`src/rtl/wpwt_pkg.sv`:
```
// package of the window / pulse width timer: register map, field layout,
// reset values, start and mode encodings, prescaler rates.
// assumes an apb slave with 32-bit data, one aligned word per register.
package wpwt_pkg;

  // register byte offsets
  localparam logic [7:0] WPWT_OFF_CTRL   = 8'h00;  // first_timer_control_reg
  localparam logic [7:0] WPWT_OFF_CMP    = 8'h04;  // compare_limit_reg
  localparam logic [7:0] WPWT_OFF_CAP    = 8'h08;  // capture_result_reg, read only
  localparam logic [7:0] WPWT_OFF_CNT    = 8'h0c;  // live up-counter, read only
  localparam logic [7:0] WPWT_OFF_STAT   = 8'h10;  // run state, read only

  // control field positions
  localparam int WPWT_MODE_BIT  = 0;  // 0 window, 1 pulse width
  localparam int WPWT_CLK_LSB   = 1;  // 2-bit source clock select
  localparam int WPWT_START_LSB = 4;  // 2-bit start_control_field
  localparam int WPWT_MCAP_BIT  = 6;  // capture_edge_mode_bit
  localparam int WPWT_POL_BIT   = 7;  // edge_polarity_select
  localparam int WPWT_SCAP_BIT  = 8;  // soft_capture_bit, write only

  // reset values
  localparam logic [7:0]  WPWT_CTRL_RST = 8'h00;
  localparam logic [15:0] WPWT_CMP_RST  = 16'hffff;
  localparam logic [15:0] WPWT_CAP_RST  = 16'h0000;

  // mode select values
  localparam logic WPWT_MODE_WINDOW = 1'b0;
  localparam logic WPWT_MODE_PULSE  = 1'b1;
  localparam logic WPWT_MCAP_DOUBLE = 1'b0;

  // source clock select: divide by 2^11, 2^7, 2^3; 11 selects nothing here
  localparam logic [1:0] WPWT_CLK_DIV_SLOW = 2'b00;
  localparam logic [1:0] WPWT_CLK_DIV_MID  = 2'b01;
  localparam logic [1:0] WPWT_CLK_DIV_FAST = 2'b10;
  localparam int WPWT_SHIFT_SLOW = 11;
  localparam int WPWT_SHIFT_MID  = 7;
  localparam int WPWT_SHIFT_FAST = 3;

  typedef enum logic [1:0] {
    WPWT_START_STOP = 2'b00,
    WPWT_START_CMD  = 2'b01,
    WPWT_START_RSVD = 2'b10,
    WPWT_START_EXT  = 2'b11
  } wpwt_start_t;

  typedef enum logic [1:0] {
    WPWT_ST_ARMED  = 2'b00,
    WPWT_ST_FIRST  = 2'b01,
    WPWT_ST_SECOND = 2'b10
  } wpwt_state_t;

endpackage

```
`src/rtl/wpwt_prescaler.sv`:
```
// prescaler of the window / pulse width timer: one-cycle count enables.
// assumes the single system clock; no external clock source is offered.
`timescale 1ns/100ps
module wpwt_prescaler
  import wpwt_pkg::*;
(
  input  wire logic       clk,
  input  wire logic       rst,
  input  wire logic [1:0] sel,
  output logic            tick
);

  logic [10:0] div_ff;

  // free running divider, restarts on reset only
  always_ff @(posedge clk) begin
    if (rst) begin
      div_ff <= 11'h000;
    end else begin
      div_ff <= div_ff + 11'h001;
    end
  end

  // tick when the low bits of the selected rate are all ones
  always_comb begin
    case (sel)
      WPWT_CLK_DIV_SLOW: tick = &div_ff[WPWT_SHIFT_SLOW-1:0];
      WPWT_CLK_DIV_MID:  tick = &div_ff[WPWT_SHIFT_MID-1:0];
      WPWT_CLK_DIV_FAST: tick = &div_ff[WPWT_SHIFT_FAST-1:0];
      default:           tick = 1'b0;  // external clock not served here
    endcase
  end

endmodule // wpwt_prescaler

```
`src/rtl/wpwt_timer.sv`:
```
// window / pulse width timer: 16-bit up-counter, compare and capture,
// apb register slave and a one-cycle match / capture interrupt pulse.
// assumes event_window_pin is already synchronous to clk.
`timescale 1ns/100ps

module wpwt_timer
  import wpwt_pkg::*;
(
  input  wire logic        clk,
  input  wire logic        rst,
  input  wire logic        psel,
  input  wire logic        penable,
  input  wire logic        pwrite,
  input  wire logic [7:0]  paddr,
  input  wire logic [31:0] pwdata,
  output logic [31:0]      prdata,
  output logic             pready,
  output logic             pslverr,
  input  wire logic        event_window_pin,
  output logic             counter_match_irq
);

  logic [7:0]  ctrl_ff;
  logic [15:0] cmp_ff;
  logic [15:0] cap_ff;
  logic [15:0] cnt_ff;
  logic [31:0] prdata_ff;
  logic        pin_prev_ff;
  logic        irq_ff;
  wpwt_state_t state_ff;

  logic [15:0] nxt_cnt;
  logic [15:0] nxt_cap;
  logic        nxt_irq;
  wpwt_state_t nxt_state;

  logic        wr_acc;
  logic        rd_setup;
  logic        addr_ok;
  logic        scap_wr;
  logic        tick;
  logic        mode;
  logic        pol;
  logic        single;
  wpwt_start_t start;
  logic        pin_act;
  logic        rise;
  logic        fall;
  logic        trig_edge;
  logic        opp_edge;
  logic [15:0] cnt_inc;
  logic [31:0] rd_val;

  // field views of the control register
  assign mode   = ctrl_ff[WPWT_MODE_BIT];
  assign pol    = ctrl_ff[WPWT_POL_BIT];
  assign single = ctrl_ff[WPWT_MCAP_BIT];
  assign start  = wpwt_start_t'(ctrl_ff[WPWT_START_LSB +: 2]);

  // apb decode; zero wait states keep the bus model simple
  assign wr_acc   = psel & penable & pwrite;
  assign rd_setup = psel & ~penable & ~pwrite;
  assign addr_ok  = (paddr == WPWT_OFF_CTRL) || (paddr == WPWT_OFF_CMP) ||
                    (paddr == WPWT_OFF_CAP)  || (paddr == WPWT_OFF_CNT) ||
                    (paddr == WPWT_OFF_STAT);
  assign pready   = 1'b1;
  assign pslverr  = psel & penable & ~addr_ok;
  assign prdata   = prdata_ff;
  assign scap_wr  = wr_acc & (paddr == WPWT_OFF_CTRL) & pwdata[WPWT_SCAP_BIT];
  assign counter_match_irq = irq_ff;

  // prescaled count enable; only internal rates exist
  wpwt_prescaler u_prescaler (
    .clk  (clk),
    .rst  (rst),
    .sel  (ctrl_ff[WPWT_CLK_LSB +: 2]),
    .tick (tick)
  );

  // pin polarity and edges; pin is sampled as a synchronous input
  assign pin_act   = event_window_pin ^ pol;
  assign rise      = event_window_pin & ~pin_prev_ff;
  assign fall      = ~event_window_pin & pin_prev_ff;
  assign trig_edge = pol ? fall : rise;
  assign opp_edge  = pol ? rise : fall;
  assign cnt_inc   = cnt_ff + 16'h0001;

  // previous pin level for edge detection
  always_ff @(posedge clk) begin
    if (rst) begin
      pin_prev_ff <= 1'b0;
    end else begin
      pin_prev_ff <= event_window_pin;
    end
  end

  // control register; soft capture bit is a pulse and never stored
  always_ff @(posedge clk) begin
    if (rst) begin
      ctrl_ff <= WPWT_CTRL_RST;
    end else if (wr_acc && paddr == WPWT_OFF_CTRL) begin
      ctrl_ff <= pwdata[7:0];
    end
  end

  // compare limit, full 16 bits in one write
  always_ff @(posedge clk) begin
    if (rst) begin
      cmp_ff <= WPWT_CMP_RST;
    end else if (wr_acc && paddr == WPWT_OFF_CMP) begin
      cmp_ff <= pwdata[15:0];
    end
  end

  // counter, capture and sequencing for both modes
  always_comb begin
    nxt_cnt   = cnt_ff;
    nxt_cap   = cap_ff;
    nxt_irq   = 1'b0;
    nxt_state = state_ff;
    if (start == WPWT_START_STOP) begin
      nxt_cnt   = 16'h0000;
      nxt_state = WPWT_ST_ARMED;
    end else if (mode == WPWT_MODE_WINDOW) begin
      nxt_state = WPWT_ST_ARMED;
      // count only while the window is open
      if (tick && pin_act) begin
        if (cnt_inc == cmp_ff) begin
          nxt_cnt = 16'h0000;
          nxt_irq = 1'b1;
        end else begin
          nxt_cnt = cnt_inc;
        end
      end
      if (scap_wr) begin
        nxt_cap = cnt_ff;
      end
    end else begin
      case (state_ff)
        WPWT_ST_ARMED: begin
          // hold until the trigger edge under external start
          if (start == WPWT_START_EXT && trig_edge) begin
            nxt_cnt   = 16'h0000;
            nxt_state = WPWT_ST_FIRST;
          end
        end
        WPWT_ST_FIRST: begin
          if (tick) begin
            nxt_cnt = cnt_inc;
          end
          if (opp_edge) begin
            nxt_cap = cnt_ff;
            nxt_irq = 1'b1;
            if (single) begin
              nxt_cnt   = 16'h0000;
              nxt_state = WPWT_ST_ARMED;
            end else begin
              nxt_state = WPWT_ST_SECOND;
            end
          end
        end
        WPWT_ST_SECOND: begin
          if (tick) begin
            nxt_cnt = cnt_inc;
          end
          // period end: recapture, then this edge opens the next period
          if (trig_edge) begin
            nxt_cap   = cnt_ff;
            nxt_irq   = 1'b1;
            nxt_cnt   = 16'h0000;
            nxt_state = WPWT_ST_FIRST;
          end
        end
        default: begin
          nxt_state = WPWT_ST_ARMED;
        end
      endcase
      // leaving external start drops the measurement, count is kept
      if (start != WPWT_START_EXT) begin
        nxt_state = WPWT_ST_ARMED;
      end
    end
  end

  // counter and measurement state
  always_ff @(posedge clk) begin
    if (rst) begin
      cnt_ff   <= 16'h0000;
      state_ff <= WPWT_ST_ARMED;
    end else begin
      cnt_ff   <= nxt_cnt;
      state_ff <= nxt_state;
    end
  end

  // capture result keeps its value across stop
  always_ff @(posedge clk) begin
    if (rst) begin
      cap_ff <= WPWT_CAP_RST;
    end else begin
      cap_ff <= nxt_cap;
    end
  end

  // one-cycle interrupt pulse toward the cpu
  always_ff @(posedge clk) begin
    if (rst) begin
      irq_ff <= 1'b0;
    end else begin
      irq_ff <= nxt_irq;
    end
  end

  // read mux; unmapped addresses read zero and flag pslverr
  always_comb begin
    case (paddr)
      WPWT_OFF_CTRL: rd_val = {24'h000000, ctrl_ff};
      WPWT_OFF_CMP:  rd_val = {16'h0000, cmp_ff};
      WPWT_OFF_CAP:  rd_val = {16'h0000, cap_ff};
      WPWT_OFF_CNT:  rd_val = {16'h0000, cnt_ff};
      WPWT_OFF_STAT: rd_val = {29'h00000000, event_window_pin, state_ff};
      default:       rd_val = 32'h00000000;
    endcase
  end

  // read data sampled in the setup cycle, held through the access
  always_ff @(posedge clk) begin
    if (rst) begin
      prdata_ff <= 32'h00000000;
    end else if (rd_setup) begin
      prdata_ff <= rd_val;
    end
  end

  logic win_run;
  logic pul_run;
  assign win_run = (mode == WPWT_MODE_WINDOW) && (start != WPWT_START_STOP);
  assign pul_run = (mode == WPWT_MODE_PULSE) && (start == WPWT_START_EXT);
endmodule // wpwt_timer

```
`config.mk`:
```
export PLATFORM = sky130hd
export DESIGN_NAME = wpwt_timer
export DESIGN_NICKNAME = d
export VERILOG_FILES = /design/src/rtl/wpwt_pkg.sv /design/src/rtl/wpwt_prescaler.sv /design/src/rtl/wpwt_timer.sv
export SDC_FILE = /design/constraint.sdc
export NUM_CORES = 1
export LEC_CHECK = 0
export BUFFER_PORTS_ARGS = -buffer_cell sky130_fd_sc_hd__buf_2
export CAP_MARGIN = 15
export CORE_MARGIN = 2
export CORE_UTILIZATION = 50
export CTS_CLUSTER_SIZE = 24
export DETAILED_ROUTE_END_ITERATION = 8
export GPL_ROUTABILITY_DRIVEN = 0
export PLACE_DENSITY = 0.73
export SKIP_LAST_GASP = 1
export SLEW_MARGIN = 20
export SYNTH_ARGS = -nofsm -noshare
export SYNTH_HDL_FRONTEND = slang
export SYNTH_HIERARCHICAL = 1
export SYNTH_SLANG_ARGS = --single-unit
```
`constraint.sdc`:
```
create_clock -name clk -period 3.7 [get_ports clk]
set_input_delay 0.185 -clock clk [delete_from_list [all_inputs] [get_ports clk]]
set_output_delay 0.185 -clock clk [all_outputs]
set_load 0.005 [all_outputs]
```
==> results.txt <==
----------------------------------------------------
[Status]
  Run status ... completed

[Critical path]
  Critical-path cell list ... ha_1 > nand2_1 > nor4_1 > xnor2_1 > a2111oi_2 > a41oi_2 > a21oi_2 > o32ai_1
  Cell at the slowest stage of the critical path ... sky130_fd_sc_hd__dfxtp_1
  CP Launch Type ... flop
  Critical path class ... flop to flop
  Depth of the most critical reg-to-reg path ... 8
  Critical path buffer and inverter count ... 0
  Worst reg2reg endpoint ... cnt_ff[2]$_SDFFE_PP0P_
  Worst-path fanout max ... 10
  Crit. path cell count ... 8
  Endpoint required time on the critical path ... 3.94 ns
  Arrival time at the worst endpoint ... 3.40 ns
  Launching point of the worst reg2reg path ... cnt_ff[0]$_SDFFE_PP0P_
  Family with the most delay on the worst path ... compound AO/OA/AOI/OAI gates
  Capturing element type of the critical path ... flop
  CP max stage delay ... 0.52 ns
  Worst setup startpoint ... cnt_ff[0]$_SDFFE_PP0P_
  Slack of the worst reg-to-reg path ... 0.54 ns
  Critical Path Sink ... cnt_ff[2]$_SDFFE_PP0P_

[Yosys]
  Number of enable flip-flop cells after synthesis ... 0
  Dominant synthesized flop cell ... sky130_fd_sc_hd__dfxtp_1
  Post-synthesis sequential area ratio ... 34.8%
  Number of storage elements in the synthesis netlist ... 87
  Mapped cell area ... 0.00500 mm2
  Number of different library cells in the post-synthesis netlist ... 74
  Synth Instances ... 593
  Mean post-synth cell area ... 8.44 um2
  Share of async-settable or async-resettable flops after synthesis ... 0%
  Count of warnings emitted by yosys ... 6

[Clock tree]
  Postcts setup bufs ... 0
  Number of gates resized after cts ... 0
  Maximum clock path buffer count ... 2
  Clock Sinks ... 87
  Register clock-pin slew on the reported worst setup and hold paths ... 0.10 ns
  Cell at the root of the clock tree ... sky130_fd_sc_hd__clkbuf_8
  CTS tree ... yes
  Hold_buf cts ... 0
  Clock buffer count from CTS ... 9
  Clk Latency, worst-skew pair ... 0.37 ns
  H-Tree Depth ... 3

[Global routing]
  Global router's overall resource usage ... 22.7%
  Total overflow reported by the global router ... 0
  Antenna violations before repair ... 0
  Maximum number of pins on one net before global-route repair ... 43
  Global-route wire length before repair ... 20200 um
  Number of global-route vias before repair ... 4189

[STA]
  Unrepaired setup endpoints after global routing ... false
  Max Clk Rate ... 316 MHz
  Headroom to the max-slew limit ... 41.0%
  Part of the cycle the worst path needs ... 85.5%
  Hold WS ... 0.0179 ns
  Least-Margin Pin Slew ... 0.883 ns
  Setup Viol. Count Final ... 0
  Minimum clock period ... 3.16 ns
  Setup Total Neg Slack ... 0 ns
  Clock Skew ... 0.0111 ns
  Pins Over Slew Limit ... 0
  Number of endpoints with negative hold slack in the final report ... 0

[Floorplan]
  Die Footprint ... 0.0108 mm2
  Die boundary height ... 104 um
  Die span in x ... 104 um
  Core Box Area ... 0.00973 mm2
  Effective utilization at floorplan ... 51.4%
  Ports ... 81
  Number of standard-cell rows in the floorplan ... 36

[Finish]
  Layout area overhead ... 6.90%
  Final standard cell area without fillers ... 0.00535 mm2
  Number of nets at the end of the flow ... 666
  # fillers ... 955
  Share of layout cells above drive strength 1 ... 17.2%

[Pwr]
  Power share of the combinational group ... 5.7%
  Power density over the cells ... 313 mW/mm2
  Switching power ... 0.437 mW
  Leakage ... 1.89 nW
  Clock power share ... 37.8%
  Cell internal power dissipation ... 1.24 mW
  Switching power share of the total ... 26.1%
  PnR Total Power ... 1.67 mW
  IR drop worst, VDD ... 0.000218 V
  Sequential power share ... 56.5%

[Placement]
  Count of buffers inserted at the top-level ports ... 47
  Placed Area ... 0.00516 mm2
  DP Wirelength ... 8690 um

[Routing]
  Remaining number of nets flagged by the antenna check after routing ... 0
  Detailed router's first-iteration violation count ... 310
  Number of detailed-route iterations in the first pass ... 8
  Vias per cell ... 5.84
  DRC ... 0
  Vias post-DR ... 4393
  Final wirelength ... 12000 um
  Routed length per placed instance ... 16.0 um

[Hold path]
  Min-Delay Path Class ... input port to flop

[Run]
  Max-cap violation count ... 0

----------------------------------------------------
cell type report:
class / count / area, um2 / share of cell area [%]
Inverter: 15 / 56.3 / 1.05
Clock buffer: 10 / 128 / 2.39
Antenna cell: 1 / 2.50 / 0.0468
Clock inverter: 6 / 53.8 / 1.01
Timing Repair Buffer: 51 / 265 / 4.96
Sequential cell: 87 / 1740 / 32.6
Tap cell: 133 / 166 / 3.11
Multi-Input combinational cell: 449 / 2940 / 54.9
state kept, by name, summed over array words and instances, names as in the netlist, 2 cells and up:
signal,count
state_ff,2
prdata,16
cap_ff,16
cmp_ff,16
u_prescaler/div_ff,11
ctrl_ff,8
cnt_ff,16
worst reg2reg max path, cell delays in order (launching register included):
cell and delay [ns]:
sky130_fd_sc_hd__dfxtp_1 0.52, sky130_fd_sc_hd__ha_1 0.42, sky130_fd_sc_hd__nand2_1 0.17, sky130_fd_sc_hd__nor4_1 0.47
sky130_fd_sc_hd__xnor2_1 0.17, sky130_fd_sc_hd__a2111oi_2 0.41, sky130_fd_sc_hd__a41oi_2 0.30, sky130_fd_sc_hd__a21oi_2 0.45
sky130_fd_sc_hd__o32ai_1 0.13
synthesized netlist by cell type, types with 4 or more instances:
cell type	number	share of area, %
sky130_fd_sc_hd__nand3b_1	16	2.4
sky130_fd_sc_hd__nor3_1	22	2.2
sky130_fd_sc_hd__or4_1	5	0.75
sky130_fd_sc_hd__dfxtp_1	87	35
sky130_fd_sc_hd__xor2_1	6	1.0
sky130_fd_sc_hd__inv_1	14	1.0
sky130_fd_sc_hd__nor2_1	61	4.6
sky130_fd_sc_hd__mux2i_1	25	5.0
sky130_fd_sc_hd__xnor2_1	17	3.0
sky130_fd_sc_hd__nor2b_1	8	1.0
sky130_fd_sc_hd__o211ai_1	5	0.75
sky130_fd_sc_hd__or3_1	6	0.75
sky130_fd_sc_hd__a211oi_1	6	0.90
sky130_fd_sc_hd__ha_1	7	1.7
sky130_fd_sc_hd__nand4_1	6	0.75
sky130_fd_sc_hd__clkbuf_1	17	1.3
sky130_fd_sc_hd__a21oi_1	36	3.6
sky130_fd_sc_hd__nor3b_1	7	1.0
sky130_fd_sc_hd__buf_4	20	3.0
sky130_fd_sc_hd__nand2_1	63	4.7
sky130_fd_sc_hd__a311oi_1	8	1.4
sky130_fd_sc_hd__mux2_2	10	2.3
sky130_fd_sc_hd__buf_2	15	1.5
sky130_fd_sc_hd__mux4_2	5	2.3
sky130_fd_sc_hd__a22oi_1	12	1.8
sky130_fd_sc_hd__nand3_2	4	0.80
sky130_fd_sc_hd__nand3_1	19	1.9
sky130_fd_sc_hd__o21ai_0	11	1.1
sky130_fd_sc_hd__nor4_1	7	0.87
routing by layer:
layer  up-vias  share of wire (%)  global-route usage (%)
li1       2133                  -                       -
met1      2114                 44                    29.1
met2       133                 50                    38.0
met3        13                5.0                    5.51
met4         0                1.2                    6.27
met5         -                  0                       0
power by group through the flow:
stage / Clock, mW / Combinational (mW) / Sequential (mW)
finish: 0.632 / 0.0952 / 0.946
CTS: 0.645 / 0.0946 / 0.946
global placement: 0 / 0.0929 / 0.968
floorplan: 0 / 0.0746 / 0.967
detailed placement: 0 / 0.0944 / 0.968
global route: 0.687 / 0.105 / 0.948
worst min path at each step:
stage / startpoint / to / slack (ns) / depth (start not counted)
after floorplan: rst / u_prescaler/div_ff[1]$_SDFF_PP0_ / 0.26 / 1
after global placement: pwdata[15] / cmp_ff[15]$_SDFFE_PP1P_ / 0.39 / 3
after detailed placement: pwdata[15] / cmp_ff[15]$_SDFFE_PP1P_ / 0.40 / 3
after CTS: pwdata[15] / cmp_ff[15]$_SDFFE_PP1P_ / 0.008 / 3
after global routing: pwdata[15] / cmp_ff[15]$_SDFFE_PP1P_ / 0.01 / 3
final: pwdata[15] / cmp_ff[15]$_SDFFE_PP1P_ / 0.02 / 3
cell families after synthesis:
kind of cell | Yosys count | share of synthesized area [%]
buffers and inverters | 72 | 7.75
flip-flops | 87 | 34.8
XOR/XNOR | 23 | 4.02
AND/OR/NAND/NOR | 250 | 26.7
other | 2 | 0.150
adder cells (fa/ha/maj) | 7 | 1.75
multiplexers | 40 | 9.50
AO/OA/AOI/OAI | 112 | 15.4
cells in the final DEF, fill, tap and decap left out, types with 12 or more instances in the layout:
| master | count |
|---|---|
| sky130_fd_sc_hd__nand3_1 | 19 |
| sky130_fd_sc_hd__nor2_1 | 61 |
| sky130_fd_sc_hd__mux2i_1 | 25 |
| sky130_fd_sc_hd__a21oi_1 | 36 |
| sky130_fd_sc_hd__dfxtp_1 | 87 |
| sky130_fd_sc_hd__inv_1 | 14 |
| sky130_fd_sc_hd__nand3b_1 | 16 |
| sky130_fd_sc_hd__nand2_1 | 63 |
| sky130_fd_sc_hd__buf_2 | 47 |
| sky130_fd_sc_hd__nor3_1 | 22 |
| sky130_fd_sc_hd__xnor2_1 | 17 |
| sky130_fd_sc_hd__conb_1 | 17 |
| sky130_fd_sc_hd__a22oi_1 | 12 |
per-stage QoR:
step                utilization (%)  setup slack, ns  std cells
floorplan                         -            0.862        608
global placement               53.0            0.662        735
detailed placement             53.0            0.598        735
CTS                            54.9            0.562        751
global route                   55.0            0.250        751
finish                         55.0            0.538        752
(Power assumes the default switching activity.)
